$ cat src/inc/bpl_cfg.svh
`ifndef BPL_CFG_SVH
`define BPL_CFG_SVH

// ****************************************
// register map
// ****************************************
`define BPL_ADDR_NODE_ID     4'h0
`define BPL_ADDR_DRV_CTRL    4'h1
`define BPL_ADDR_RSVD3       4'h3
`define BPL_ADDR_PRIORITY    4'h4
`define BPL_INHIBIT_BIT      0
`define BPL_IBR_BIT          1
`define BPL_NODE_ID_RESET    6'h00
`define BPL_PRIORITY_RESET   4'h0

// ****************************************
// serial request format
// ****************************************
`define BPL_REQ_READ         3'h4
`define BPL_REQ_WRITE        3'h5
`define BPL_LEN_READ         5'h09
`define BPL_LEN_WRITE        5'h11
`define BPL_LEN_BUSREQ       5'h0B
`define BPL_TYPE_LAST_IDX    5'h03

// ****************************************
// control line codes
// ****************************************
`define BPL_CTL_IDLE         2'h0
`define BPL_CTL_STATUS       2'h1
`define BPL_CTL_RECEIVE      2'h2
`define BPL_CTL_GRANT        2'h3
`define BPL_LCTL_RELEASE     2'h0
`define BPL_LCTL_TRANSMIT    2'h2

// ****************************************
// timing
// ****************************************
`define BPL_CLK_MHZ          125
`define BPL_BUS_RESET_NS     2000
`define BPL_BUS_RESET_CYC    ((`BPL_BUS_RESET_NS * `BPL_CLK_MHZ) / 1000)
`define BPL_STATUS_DIBITS    4'h6
`define BPL_ARB_BITS         4'hA

`endif

$ cat src/inc/bpl_pkg.sv
package bpl_pkg;

    typedef enum logic [2:0] {
        ST_IDLE,
        ST_STATUS,
        ST_RECV,
        ST_ARB,
        ST_GRANT
    } bpl_state_e;

    typedef struct packed {
        logic       last;
        logic [1:0] dibit;
    } bpl_rx_word_s;

    typedef struct packed {
        logic [1:0] data;
        logic       strobe;
        logic       enable;
    } bpl_tx_s;

endpackage

$ cat src/core/bpl_phy_link.sv
`timescale 1ns/1ps
`include "bpl_cfg.svh"

// ****************************************
// receive buffer
// ****************************************
module bpl_fifo #(
    parameter int WIDTH = 3,
    parameter int DEPTH = 16
) (
    // clock and reset
    input  wire logic             clk,
    input  wire logic             reset,
    // fill side
    input  wire logic [WIDTH-1:0] in_data,
    input  wire logic             in_valid,
    output logic                  in_ready,
    // drain side
    output logic      [WIDTH-1:0] out_data,
    output logic                  out_valid,
    input  wire logic             out_ready
);
    localparam int AW = $clog2(DEPTH);

    generate
        if (DEPTH < 2 || (1 << AW) != DEPTH) begin : g_bad_depth
            $error("fifo depth must be a power of two of at least 2");
        end
    endgenerate

    logic [WIDTH-1:0] mem [DEPTH];
    logic [AW-1:0]    wr_q, wr_d, rd_q, rd_d;
    logic [AW:0]      cnt_q, cnt_d;
    logic             full_q, full_d, empty_q, empty_d, push, pop;

    always_comb begin
        push    = in_valid && !full_q;
        pop     = out_ready && !empty_q;
        wr_d    = push ? wr_q + 1'b1 : wr_q;
        rd_d    = pop ? rd_q + 1'b1 : rd_q;
        cnt_d   = cnt_q + (AW+1)'(push) - (AW+1)'(pop);
        full_d  = cnt_d == (AW+1)'(DEPTH);
        empty_d = cnt_d == '0;
    end

    always_ff @(posedge clk or posedge reset) begin
        if (reset) begin
            wr_q    <= '0;
            rd_q    <= '0;
            cnt_q   <= '0;
            full_q  <= 1'b0;
            empty_q <= 1'b1;
        end else begin
            wr_q    <= wr_d;
            rd_q    <= rd_d;
            cnt_q   <= cnt_d;
            full_q  <= full_d;
            empty_q <= empty_d;
        end
    end

    // storage needs no reset; empty flag guards reads
    always_ff @(posedge clk) begin
        if (push) begin
            mem[wr_q] <= in_data;
        end
    end

    assign in_ready  = !full_q;
    assign out_valid = !empty_q;
    assign out_data  = mem[rd_q];
endmodule // bpl_fifo

// ****************************************
// phy side of the phy-link interface
// ****************************************
module bpl_phy_link
    import bpl_pkg::*;
#(
    parameter int RESET_CYCLES = `BPL_BUS_RESET_CYC,
    parameter int RX_DEPTH     = 16
) (
    // clock and reset
    input  wire logic         clk,
    input  wire logic         reset,
    // link interface
    output logic              sclk,
    input  wire logic         lreq,
    input  wire logic [1:0]   d_in,
    output logic      [1:0]   d_out,
    output logic              d_oe,
    input  wire logic [1:0]   ctl_in,
    output logic      [1:0]   ctl_out,
    output logic              ctl_oe,
    // backplane arbitration line
    output logic              arb_tx,
    output logic              arb_oe,
    input  wire logic         arb_rx,
    // received packet stream from the serial bus
    input  wire bpl_rx_word_s rx_word,
    input  wire logic         rx_valid,
    output logic              rx_ready,
    // transmit toward the backplane
    output bpl_tx_s           tx,
    output logic              bus_reset_active
);
    generate
        if (RESET_CYCLES < 1) begin : g_bad_reset
            $error("bus reset must last at least one cycle");
        end
    endgenerate

    bpl_rx_word_s fifo_word;
    logic         fifo_valid, fifo_pop, fifo_ready;

    bpl_fifo #(.WIDTH($bits(bpl_rx_word_s)), .DEPTH(RX_DEPTH)) u_rx_fifo (
        .clk      (clk),
        .reset    (reset),
        .in_data  (rx_word),
        .in_valid (rx_valid),
        .in_ready (fifo_ready),
        .out_data (fifo_word),
        .out_valid(fifo_valid),
        .out_ready(fifo_pop)
    );

    function automatic logic [7:0] reg_read(input logic [3:0] a, input logic [5:0] id,
                                            input logic inh, input logic initiate_bus_reset, input logic [3:0] pri);
        case (a)
            `BPL_ADDR_NODE_ID:  reg_read = {2'h0, id};
            `BPL_ADDR_DRV_CTRL: reg_read = {6'h00, initiate_bus_reset, inh};
            `BPL_ADDR_PRIORITY: reg_read = {4'h0, pri};
            default:            reg_read = 8'h00;
        endcase
    endfunction

    // ****************************************
    // state
    // ****************************************
    bpl_state_e  st_q, st_d;
    logic        sclk_q, sclk_d, tick;
    logic [5:0]  id_q, id_d;
    logic        inh_q, inh_d, ibr_q, ibr_d;
    logic [3:0]  pri_q, pri_d;
    logic [31:0] rcnt_q, rcnt_d;
    logic        rq_busy_q, rq_busy_d;
    logic [4:0]  rq_cnt_q, rq_cnt_d, rq_len_q, rq_len_d;
    logic [14:0] rq_sh_q, rq_sh_d;
    logic        rd_pend_q, rd_pend_d, bus_pend_q, bus_pend_d;
    logic [3:0]  rd_addr_q, rd_addr_d, req_pri_q, req_pri_d, cnt_q, cnt_d;
    logic [11:0] sh_q, sh_d;
    logic [9:0]  arb_q, arb_d;
    logic [1:0]  d_q, d_d, ctl_q, ctl_d;
    logic        d_oe_q, d_oe_d, ctl_oe_q, ctl_oe_d, atx_q, atx_d, aoe_q, aoe_d;
    logic        rdy_q, rdy_d;
    bpl_tx_s     tx_q, tx_d;
    logic        wr_ibr, rd_set, bus_set;

    always_comb begin
        st_d = st_q;  id_d = id_q;  inh_d = inh_q;  ibr_d = ibr_q;  pri_d = pri_q;
        rcnt_d = rcnt_q;  rq_busy_d = rq_busy_q;  rq_cnt_d = rq_cnt_q;  rq_len_d = rq_len_q;
        rq_sh_d = rq_sh_q;  rd_pend_d = rd_pend_q;  bus_pend_d = bus_pend_q;
        rd_addr_d = rd_addr_q;  req_pri_d = req_pri_q;  cnt_d = cnt_q;  sh_d = sh_q;
        arb_d = arb_q;  d_d = d_q;  ctl_d = ctl_q;  d_oe_d = d_oe_q;  ctl_oe_d = ctl_oe_q;
        atx_d = atx_q;  aoe_d = aoe_q;  tx_d = tx_q;  fifo_pop = 1'b0;  wr_ibr = 1'b0;
        rd_set = 1'b0;  bus_set = 1'b0;
        rdy_d = fifo_ready;
        tick   = !sclk_q;  // next edge raises sclk
        sclk_d = !sclk_q;

        if (tick) begin
            // serial request deserialiser, msb first, idles low
            if (!rq_busy_q) begin
                if (lreq) begin
                    rq_busy_d = 1'b1;
                    rq_cnt_d  = 5'h01;
                    rq_sh_d   = '0;
                end
            end else begin
                rq_sh_d  = {rq_sh_q[13:0], lreq};
                rq_cnt_d = rq_cnt_q + 5'h01;
                if (rq_cnt_q == `BPL_TYPE_LAST_IDX) begin
                    case ({rq_sh_q[1:0], lreq})
                        `BPL_REQ_READ:  rq_len_d = `BPL_LEN_READ;
                        `BPL_REQ_WRITE: rq_len_d = `BPL_LEN_WRITE;
                        default:        rq_len_d = `BPL_LEN_BUSREQ;
                    endcase
                end
                if (rq_cnt_q > `BPL_TYPE_LAST_IDX && rq_cnt_q == rq_len_q - 5'h01) begin
                    rq_busy_d = 1'b0;
                    if (!lreq) begin // bad stop bit drops the request
                        if (rq_len_q == `BPL_LEN_READ) begin
                            rd_pend_d = 1'b1;
                            rd_set    = 1'b1;
                            rd_addr_d = rq_sh_q[3:0];
                        end else if (rq_len_q == `BPL_LEN_WRITE) begin
                            case (rq_sh_q[11:8])
                                `BPL_ADDR_NODE_ID:  id_d  = rq_sh_q[5:0];
                                `BPL_ADDR_DRV_CTRL: begin
                                    inh_d  = rq_sh_q[`BPL_INHIBIT_BIT];
                                    ibr_d  = rq_sh_q[`BPL_IBR_BIT];
                                    wr_ibr = rq_sh_q[`BPL_IBR_BIT];
                                end
                                `BPL_ADDR_PRIORITY: pri_d = rq_sh_q[3:0];
                                default: ;
                            endcase
                        end else begin
                            bus_pend_d = 1'b1;
                            bus_set    = 1'b1;
                            // all ones is reserved, zero falls back to register
                            req_pri_d  = (rq_sh_q[3:0] == 4'h0 || rq_sh_q[3:0] == 4'hF) ? pri_q : rq_sh_q[3:0];
                        end
                    end
                end
            end

            case (st_q)
                ST_IDLE: begin
                    ctl_d = `BPL_CTL_IDLE;  ctl_oe_d = 1'b1;  d_d = 2'h0;  d_oe_d = 1'b1;
                    if (fifo_valid) begin
                        st_d = ST_RECV;  ctl_d = `BPL_CTL_RECEIVE;  d_d = fifo_word.dibit;  fifo_pop = 1'b1;
                        if (fifo_word.last) begin
                            st_d = ST_IDLE;
                        end
                    end else if (rd_pend_q) begin
                        rd_pend_d = rd_set; // a read ending on this tick stays pending
                        st_d  = ST_STATUS;
                        ctl_d = `BPL_CTL_STATUS;
                        sh_d  = {rd_addr_q, reg_read(rd_addr_q, id_q, inh_q, ibr_q, pri_q)};
                        d_d   = sh_d[11:10];
                        sh_d  = {sh_d[9:0], 2'h0};
                        cnt_d = `BPL_STATUS_DIBITS - 4'h1;
                    end else if (bus_pend_q) begin
                        st_d  = ST_ARB;
                        arb_d = {req_pri_q, id_q};
                        atx_d = arb_d[9];  aoe_d = 1'b1;
                        arb_d = {arb_d[8:0], 1'b0};
                        cnt_d = `BPL_ARB_BITS - 4'h1;
                    end
                end
                ST_STATUS: begin
                    if (cnt_q == 4'h0) begin
                        st_d = ST_IDLE;  ctl_d = `BPL_CTL_IDLE;  d_d = 2'h0;
                    end else begin
                        d_d = sh_q[11:10];  sh_d = {sh_q[9:0], 2'h0};  cnt_d = cnt_q - 4'h1;
                    end
                end
                ST_RECV: begin
                    d_d = 2'h0;
                    if (fifo_valid) begin // starved buffer holds receive code with zero data
                        d_d = fifo_word.dibit;  fifo_pop = 1'b1;
                        if (fifo_word.last) begin
                            st_d = ST_IDLE;
                        end
                    end
                end
                ST_ARB: begin
                    if (arb_rx != atx_q) begin
                        st_d = ST_IDLE;  atx_d = 1'b0;  aoe_d = 1'b0;
                    end else if (atx_q || cnt_q == 4'h0) begin
                        // a one read back, or an all-zero code against an all-zero bus: nobody beat us
                        st_d = ST_GRANT;  atx_d = 1'b0;  aoe_d = 1'b0;  bus_pend_d = bus_set;
                        ctl_d = `BPL_CTL_GRANT;
                    end else begin
                        atx_d = arb_q[9];  arb_d = {arb_q[8:0], 1'b0};  cnt_d = cnt_q - 4'h1;
                    end
                end
                ST_GRANT: begin
                    ctl_oe_d = 1'b0;  d_oe_d = 1'b0;
                    tx_d.enable = 1'b0;  tx_d.strobe = 1'b0;  tx_d.data = 2'h0;
                    if (ctl_oe_q == 1'b0 && ctl_in == `BPL_LCTL_RELEASE) begin
                        st_d = ST_IDLE;  ctl_oe_d = 1'b1;  d_oe_d = 1'b1;  ctl_d = `BPL_CTL_IDLE;
                    end else if (ctl_oe_q == 1'b0 && ctl_in == `BPL_LCTL_TRANSMIT) begin
                        tx_d.enable = 1'b1;  tx_d.strobe = 1'b1;  tx_d.data = d_in;
                    end
                end
                default: st_d = ST_IDLE;
            endcase
            if (st_q != ST_GRANT) begin
                tx_d = '0;
            end
        end
        if (inh_d) begin
            tx_d = '0;
        end

        if (ibr_q) begin
            rcnt_d = rcnt_q + 32'd1;
            if (rcnt_q == 32'(RESET_CYCLES - 1)) begin
                rcnt_d = '0;
                if (!wr_ibr) begin
                    ibr_d = 1'b0; // new set in the same cycle wins
                end
            end
        end else begin
            rcnt_d = '0;
        end
    end

    always_ff @(posedge clk or posedge reset) begin
        if (reset) begin
            st_q <= ST_IDLE;  sclk_q <= 1'b0;  id_q <= `BPL_NODE_ID_RESET;  inh_q <= 1'b0;
            ibr_q <= 1'b0;  pri_q <= `BPL_PRIORITY_RESET;  rcnt_q <= '0;  rq_busy_q <= 1'b0;
            rq_cnt_q <= '0;  rq_len_q <= `BPL_LEN_BUSREQ;  rq_sh_q <= '0;  rd_pend_q <= 1'b0;
            bus_pend_q <= 1'b0;  rd_addr_q <= '0;  req_pri_q <= '0;  cnt_q <= '0;  sh_q <= '0;
            arb_q <= '0;  d_q <= 2'h0;  ctl_q <= `BPL_CTL_IDLE;  d_oe_q <= 1'b1;  ctl_oe_q <= 1'b1;
            atx_q <= 1'b0;  aoe_q <= 1'b0;  tx_q <= '0;  rdy_q <= 1'b0;
        end else begin
            st_q <= st_d;  sclk_q <= sclk_d;  id_q <= id_d;  inh_q <= inh_d;
            ibr_q <= ibr_d;  pri_q <= pri_d;  rcnt_q <= rcnt_d;  rq_busy_q <= rq_busy_d;
            rq_cnt_q <= rq_cnt_d;  rq_len_q <= rq_len_d;  rq_sh_q <= rq_sh_d;  rd_pend_q <= rd_pend_d;
            bus_pend_q <= bus_pend_d;  rd_addr_q <= rd_addr_d;  req_pri_q <= req_pri_d;  cnt_q <= cnt_d;
            sh_q <= sh_d;  arb_q <= arb_d;  d_q <= d_d;  ctl_q <= ctl_d;  d_oe_q <= d_oe_d;
            ctl_oe_q <= ctl_oe_d;  atx_q <= atx_d;  aoe_q <= aoe_d;  tx_q <= tx_d;  rdy_q <= rdy_d;
        end
    end

    assign sclk             = sclk_q;
    assign d_out            = d_q;
    assign d_oe             = d_oe_q;
    assign ctl_out          = ctl_q;
    assign ctl_oe           = ctl_oe_q;
    assign arb_tx           = atx_q;
    assign arb_oe           = aoe_q;
    assign tx               = tx_q;
    assign bus_reset_active = ibr_q;
    // registered copy of buffer ready; a word offered in the one late cycle is dropped because push checks full itself
    assign rx_ready         = rdy_q;
endmodule // bpl_phy_link

$ cat config.mk
export PLATFORM = sky130hd
export DESIGN_NAME = bpl_phy_link
export DESIGN_NICKNAME = d
export VERILOG_FILES = /design/src/inc/bpl_pkg.sv /design/src/core/bpl_phy_link.sv
export VERILOG_INCLUDE_DIRS = /design/src /design/src/inc
export SDC_FILE = /design/constraint.sdc
export NUM_CORES = 1
export LEC_CHECK = 0
export BUFFER_PORTS_ARGS = -buffer_cell sky130_fd_sc_hd__buf_2
export CAP_MARGIN = 20
export CORE_ASPECT_RATIO = 0.75
export CORE_UTILIZATION = 40
export DETAILED_ROUTE_END_ITERATION = 10
export SLEW_MARGIN = 30
export SYNTH_ARGS = -nofsm -noshare
export SYNTH_HDL_FRONTEND = slang
export SYNTH_SLANG_ARGS = --single-unit
$ cat constraint.sdc
create_clock -name clk -period 10.13 [get_ports clk]
set_clock_uncertainty 0.2 [all_clocks]
set_input_delay 0 -clock clk [delete_from_list [all_inputs] [get_ports clk]]
set_output_delay 0 -clock clk [all_outputs]
set_load 0.01 [all_outputs]
==> results.toml <==
[status]
outcome = "finished, final reports clean"

[yosys]
synth_fp_nets = 724
synth.avg_cell_area_um2 = 11.82
ys_seq_area_share_pct = 56.41
synth_flop_cell = "dfrtp_1"
synth-edff-count = 48
synth.cells.most_frequent = "dfrtp_1 (124), nor2_1 (64), nand2_1 (55)"
asyncSetResetFlopFracSynth_pct = 72.73
post_synth_num_cell_types = 67
synthMostInstantiatedCell = "dfrtp_1"
synth.top_cell.area_share_pct = 37.65
postSynthCellCount = 697
synth.cell_area_mm2 = 0.008242
ys.warnings.count = 0
synth_top_cells_by_area = "dfrtp_1 (38%), edfxtp_1 (17%), mux2_2 (4.0%)"
synth_top_cell_by_area = "dfrtp_1"
synth-seq-cells = 176

[timing]
final.period_utilization_pct = 32.97
slew_at_the_pin_with_the_worst_max_slew_slack_ns = 0.9656
fin_setup_tns_ns = 0
achievable-frequency_mhz = 299.5
finalCriticalPeriod_ns = 3.339
max_slew_margin_pct = 35.09
finalHoldViolCount = 0
final-setup-viol-count = 0
rsz0062_at_grt = "no"
maxSlewViolCount = 0

[cts]
clock_insertion_delay_worst_skew_ns = 0.43
clock_sinks = 176
cts_setup_buffers = 0
cts_resized = 0
clk_path_buf_depth = 2
clk_pin_slew_ns = 0.07
cts_made_buffers = 17
htree_levels = 4
cts.root.buffer_cell = "clkbuf_16"
cts_tree = "built"

[critical_path]
timing.critical_path.cells = "nor4_1, ha_1, inv_1, ha_1, fa_1, a21o_1, a21oi_1, xnor2_1, and2_1"
cp_common_cell = "ha_1"
worst-path-max-fanout = 17
criticalPathCategory = "flop to flop"
max_stage_delay_ns = 0.85
worstSetupStartpoint = "sclk$_DFF_PP0_"
regToRegStartpoint = "sclk$_DFF_PP0_"
timing.critical_path.slowest_stage_cell = "nor4_1"
critPathArrivalTime_ns = 3.50
timing.critical_path.from_type = "flop"
worst-endpoint-required_ns = 10.29
cp_top_family = "simple AND/OR/NAND/NOR gates"
critical_path_sink_type = "flop"
critPathBufInv = 1

[drt]
number_of_vias_in_the_routed_layout = 5398
post-route-drc-count = 0
dr.first_iter.drc_count = 345
wl_um = 17110
post_drt_via_cell_ratio = 5.403
ant_nets = 0
wire_per_inst_um = 17.12
firstDrtPassIters = 5

[power_and_ir_drop]
power.static_leakage_nw = 3.907
powerDensity_mw_per_mm2 = 234.6
ir_worst_vdd_mv = 0.1126

[floorplanning]
chipHeight_um = 126.3
core-area_mm2 = 0.02021
start_util_pct = 40.77
dieArea_mm2 = 0.02119
chipWidth_um = 167.7
design.portCount = 27
core.rowCount = 45

[place]
number_of_cells_after_detailed_placement = 954
hpwl_after_dpl_um = 11700
placement.io_buffers = 26
place.gp.congestion = 0.8089

[finish]
antenna_cells = 0
area_growth_syn_to_layout_pct = 13.03
instances_no_fill = 999
layout-drive-gt1-share_pct = 16.19
design.final.nets = 755

[global_routing]
grt_util_all_layers_pct = 17.19
grt_overflow = 0
global_route_wire_length_before_repair_um = 28270
first_global_vias = 5280
grt_start_max_net_pins = 82
antenna_violations_before_repair = 0

[min_path]
hold_path.class = "primary input to asynchronous set/reset pin"

[job]
maxCapViolations = 0
==> final cells by class <==
type / count / area, µm²
flip-flops and latches: 176 / 4649
clock buffers: 22 / 496.7
fillers: 1805 / 10900
clock inverters: 10 / 73.82
repair buffers: 41 / 279.0
multi-input cells: 471 / 3412
well taps: 258 / 322.8
inverters: 21 / 81.33
==> cell families after synthesis <==
group	Yosys count	synth area share (%)
AO/OA/AOI/OAI	106	8.730
flip-flops	176	56.41
XOR/XNOR	41	4.357
multiplexers	61	9.519
adder cells (fa/ha/maj)	15	2.368
AND/OR/NAND/NOR	248	16.20
buffers and inverters	50	2.414
==> worst reg2reg max path: cells and delay by family (launching register included) <==
family	cells	cell delay, ns
AND/OR/NAND/NOR	2	1.02
adder cells (fa/ha/maj)	3	0.85
flip-flops	1	0.61
AO/OA/AOI/OAI	2	0.36
XOR/XNOR	1	0.19
buffers and inverters	1	0.04
==> cell usage in the layout (no fill, tap or decap), types with 3 or more instances in the layout <==
cell type and instances:
a211oi_1 3, a21o_1 7, a21oi_1 14, a221oi_1 4, a22o_1 19, a22oi_1 3, a31oi_1 3, a32o_1 3
and2_1 21, and3_1 6, and4_1 3, buf_2 26, clkbuf_16 19, clkinv_2 3, clkinv_4 3, dfrtp_1 124
dfstp_2 4, dlygate4sd3_1 13, edfxtp_1 48, ha_1 14, inv_1 20, mux2_2 29, mux2i_1 21, mux4_2 11
nand2_1 55, nand2b_1 4, nand3_1 22, nand4_1 15, nand4b_1 3, nor2_1 64, nor2b_1 6, nor3_1 14
nor3b_1 3, nor4_1 9, o21ai_0 33, xnor2_1 16, xor2_1 25
==> per-layer routing <==
metal,part of all wire [%],track usage (%)
met1,52,25.82
met2,43,24.61
met3,3.8,4.025
met4,0.88,4.965
met5,0,0
==> flip-flops by register name, indices dropped and copies added, names as in the netlist, 2 cells and up <==
signal and count:
rq_sh_q 12, st_q 3, ctl_out 2, rq_len_q 3, u_rx_fifo.wr_q 4, u_rx_fifo.cnt_q 5
req_pri_q 4, sh_q 10, u_rx_fifo.mem 48, tx 3, cnt_q 4, rcnt_q 32
rd_addr_q 4, rq_cnt_q 5, pri_q 4, arb_q 9, id_q 6, d_out 2
u_rx_fifo.rd_q 4
==> what timing repair did <==
item	4_1_cts	5_1_grt
setup endpoints to repair	0	0
hold buffers	13	0
hold endpoints to repair	123	0
==> where the power goes <==
part | leakage [nW] | internal, W | switching, W
logic | 1.56 | 0.000265 | 0.000235
registers | 2.07 | 0.000868 | 0.000188
clock network | 0.277 | 0.000351 | 0.000279
total | 3.91 | 0.00148 | 0.000701
==> final timing paths <==
check / end / slack (ns) / depth (start not counted)
min: rcnt_q[27]$_DFF_PP0_ / 0.03 / 3
max reg2reg: u_rx_fifo.full_q$_DFF_PP0_ / 6.79 / 9
max in group asynchronous: d_out[1]$_DFFE_PP0P_ / 8.57 / 4
max: u_rx_fifo.full_q$_DFF_PP0_ / 6.79 / 9
min in group clk: tx[1]$_DFFE_PP0P_ / 0.03 / 4
min reg2reg: rx_ready$_DFF_PP0_ / 0.24 / 1
==> through the flow <==
stage	worst slack, ns	hold WS (ns)	area (µm²)	power, W	utilization, %
final	6.791	0.02977	9315	0.002185	46.08
after global routing	6.563	0.02772	9315	0.002306	46.08
after CTS	6.707	0.003729	9303	0.002198	46.02
after detailed placement	6.821	-0.04131	8602	0.001564	42.56
after global placement	6.934	-0.05782	8592	0.001536	42.51
after floorplan	6.524	-0.1011	8242	0.001411	-
Power figures use the tool's default switching activity.
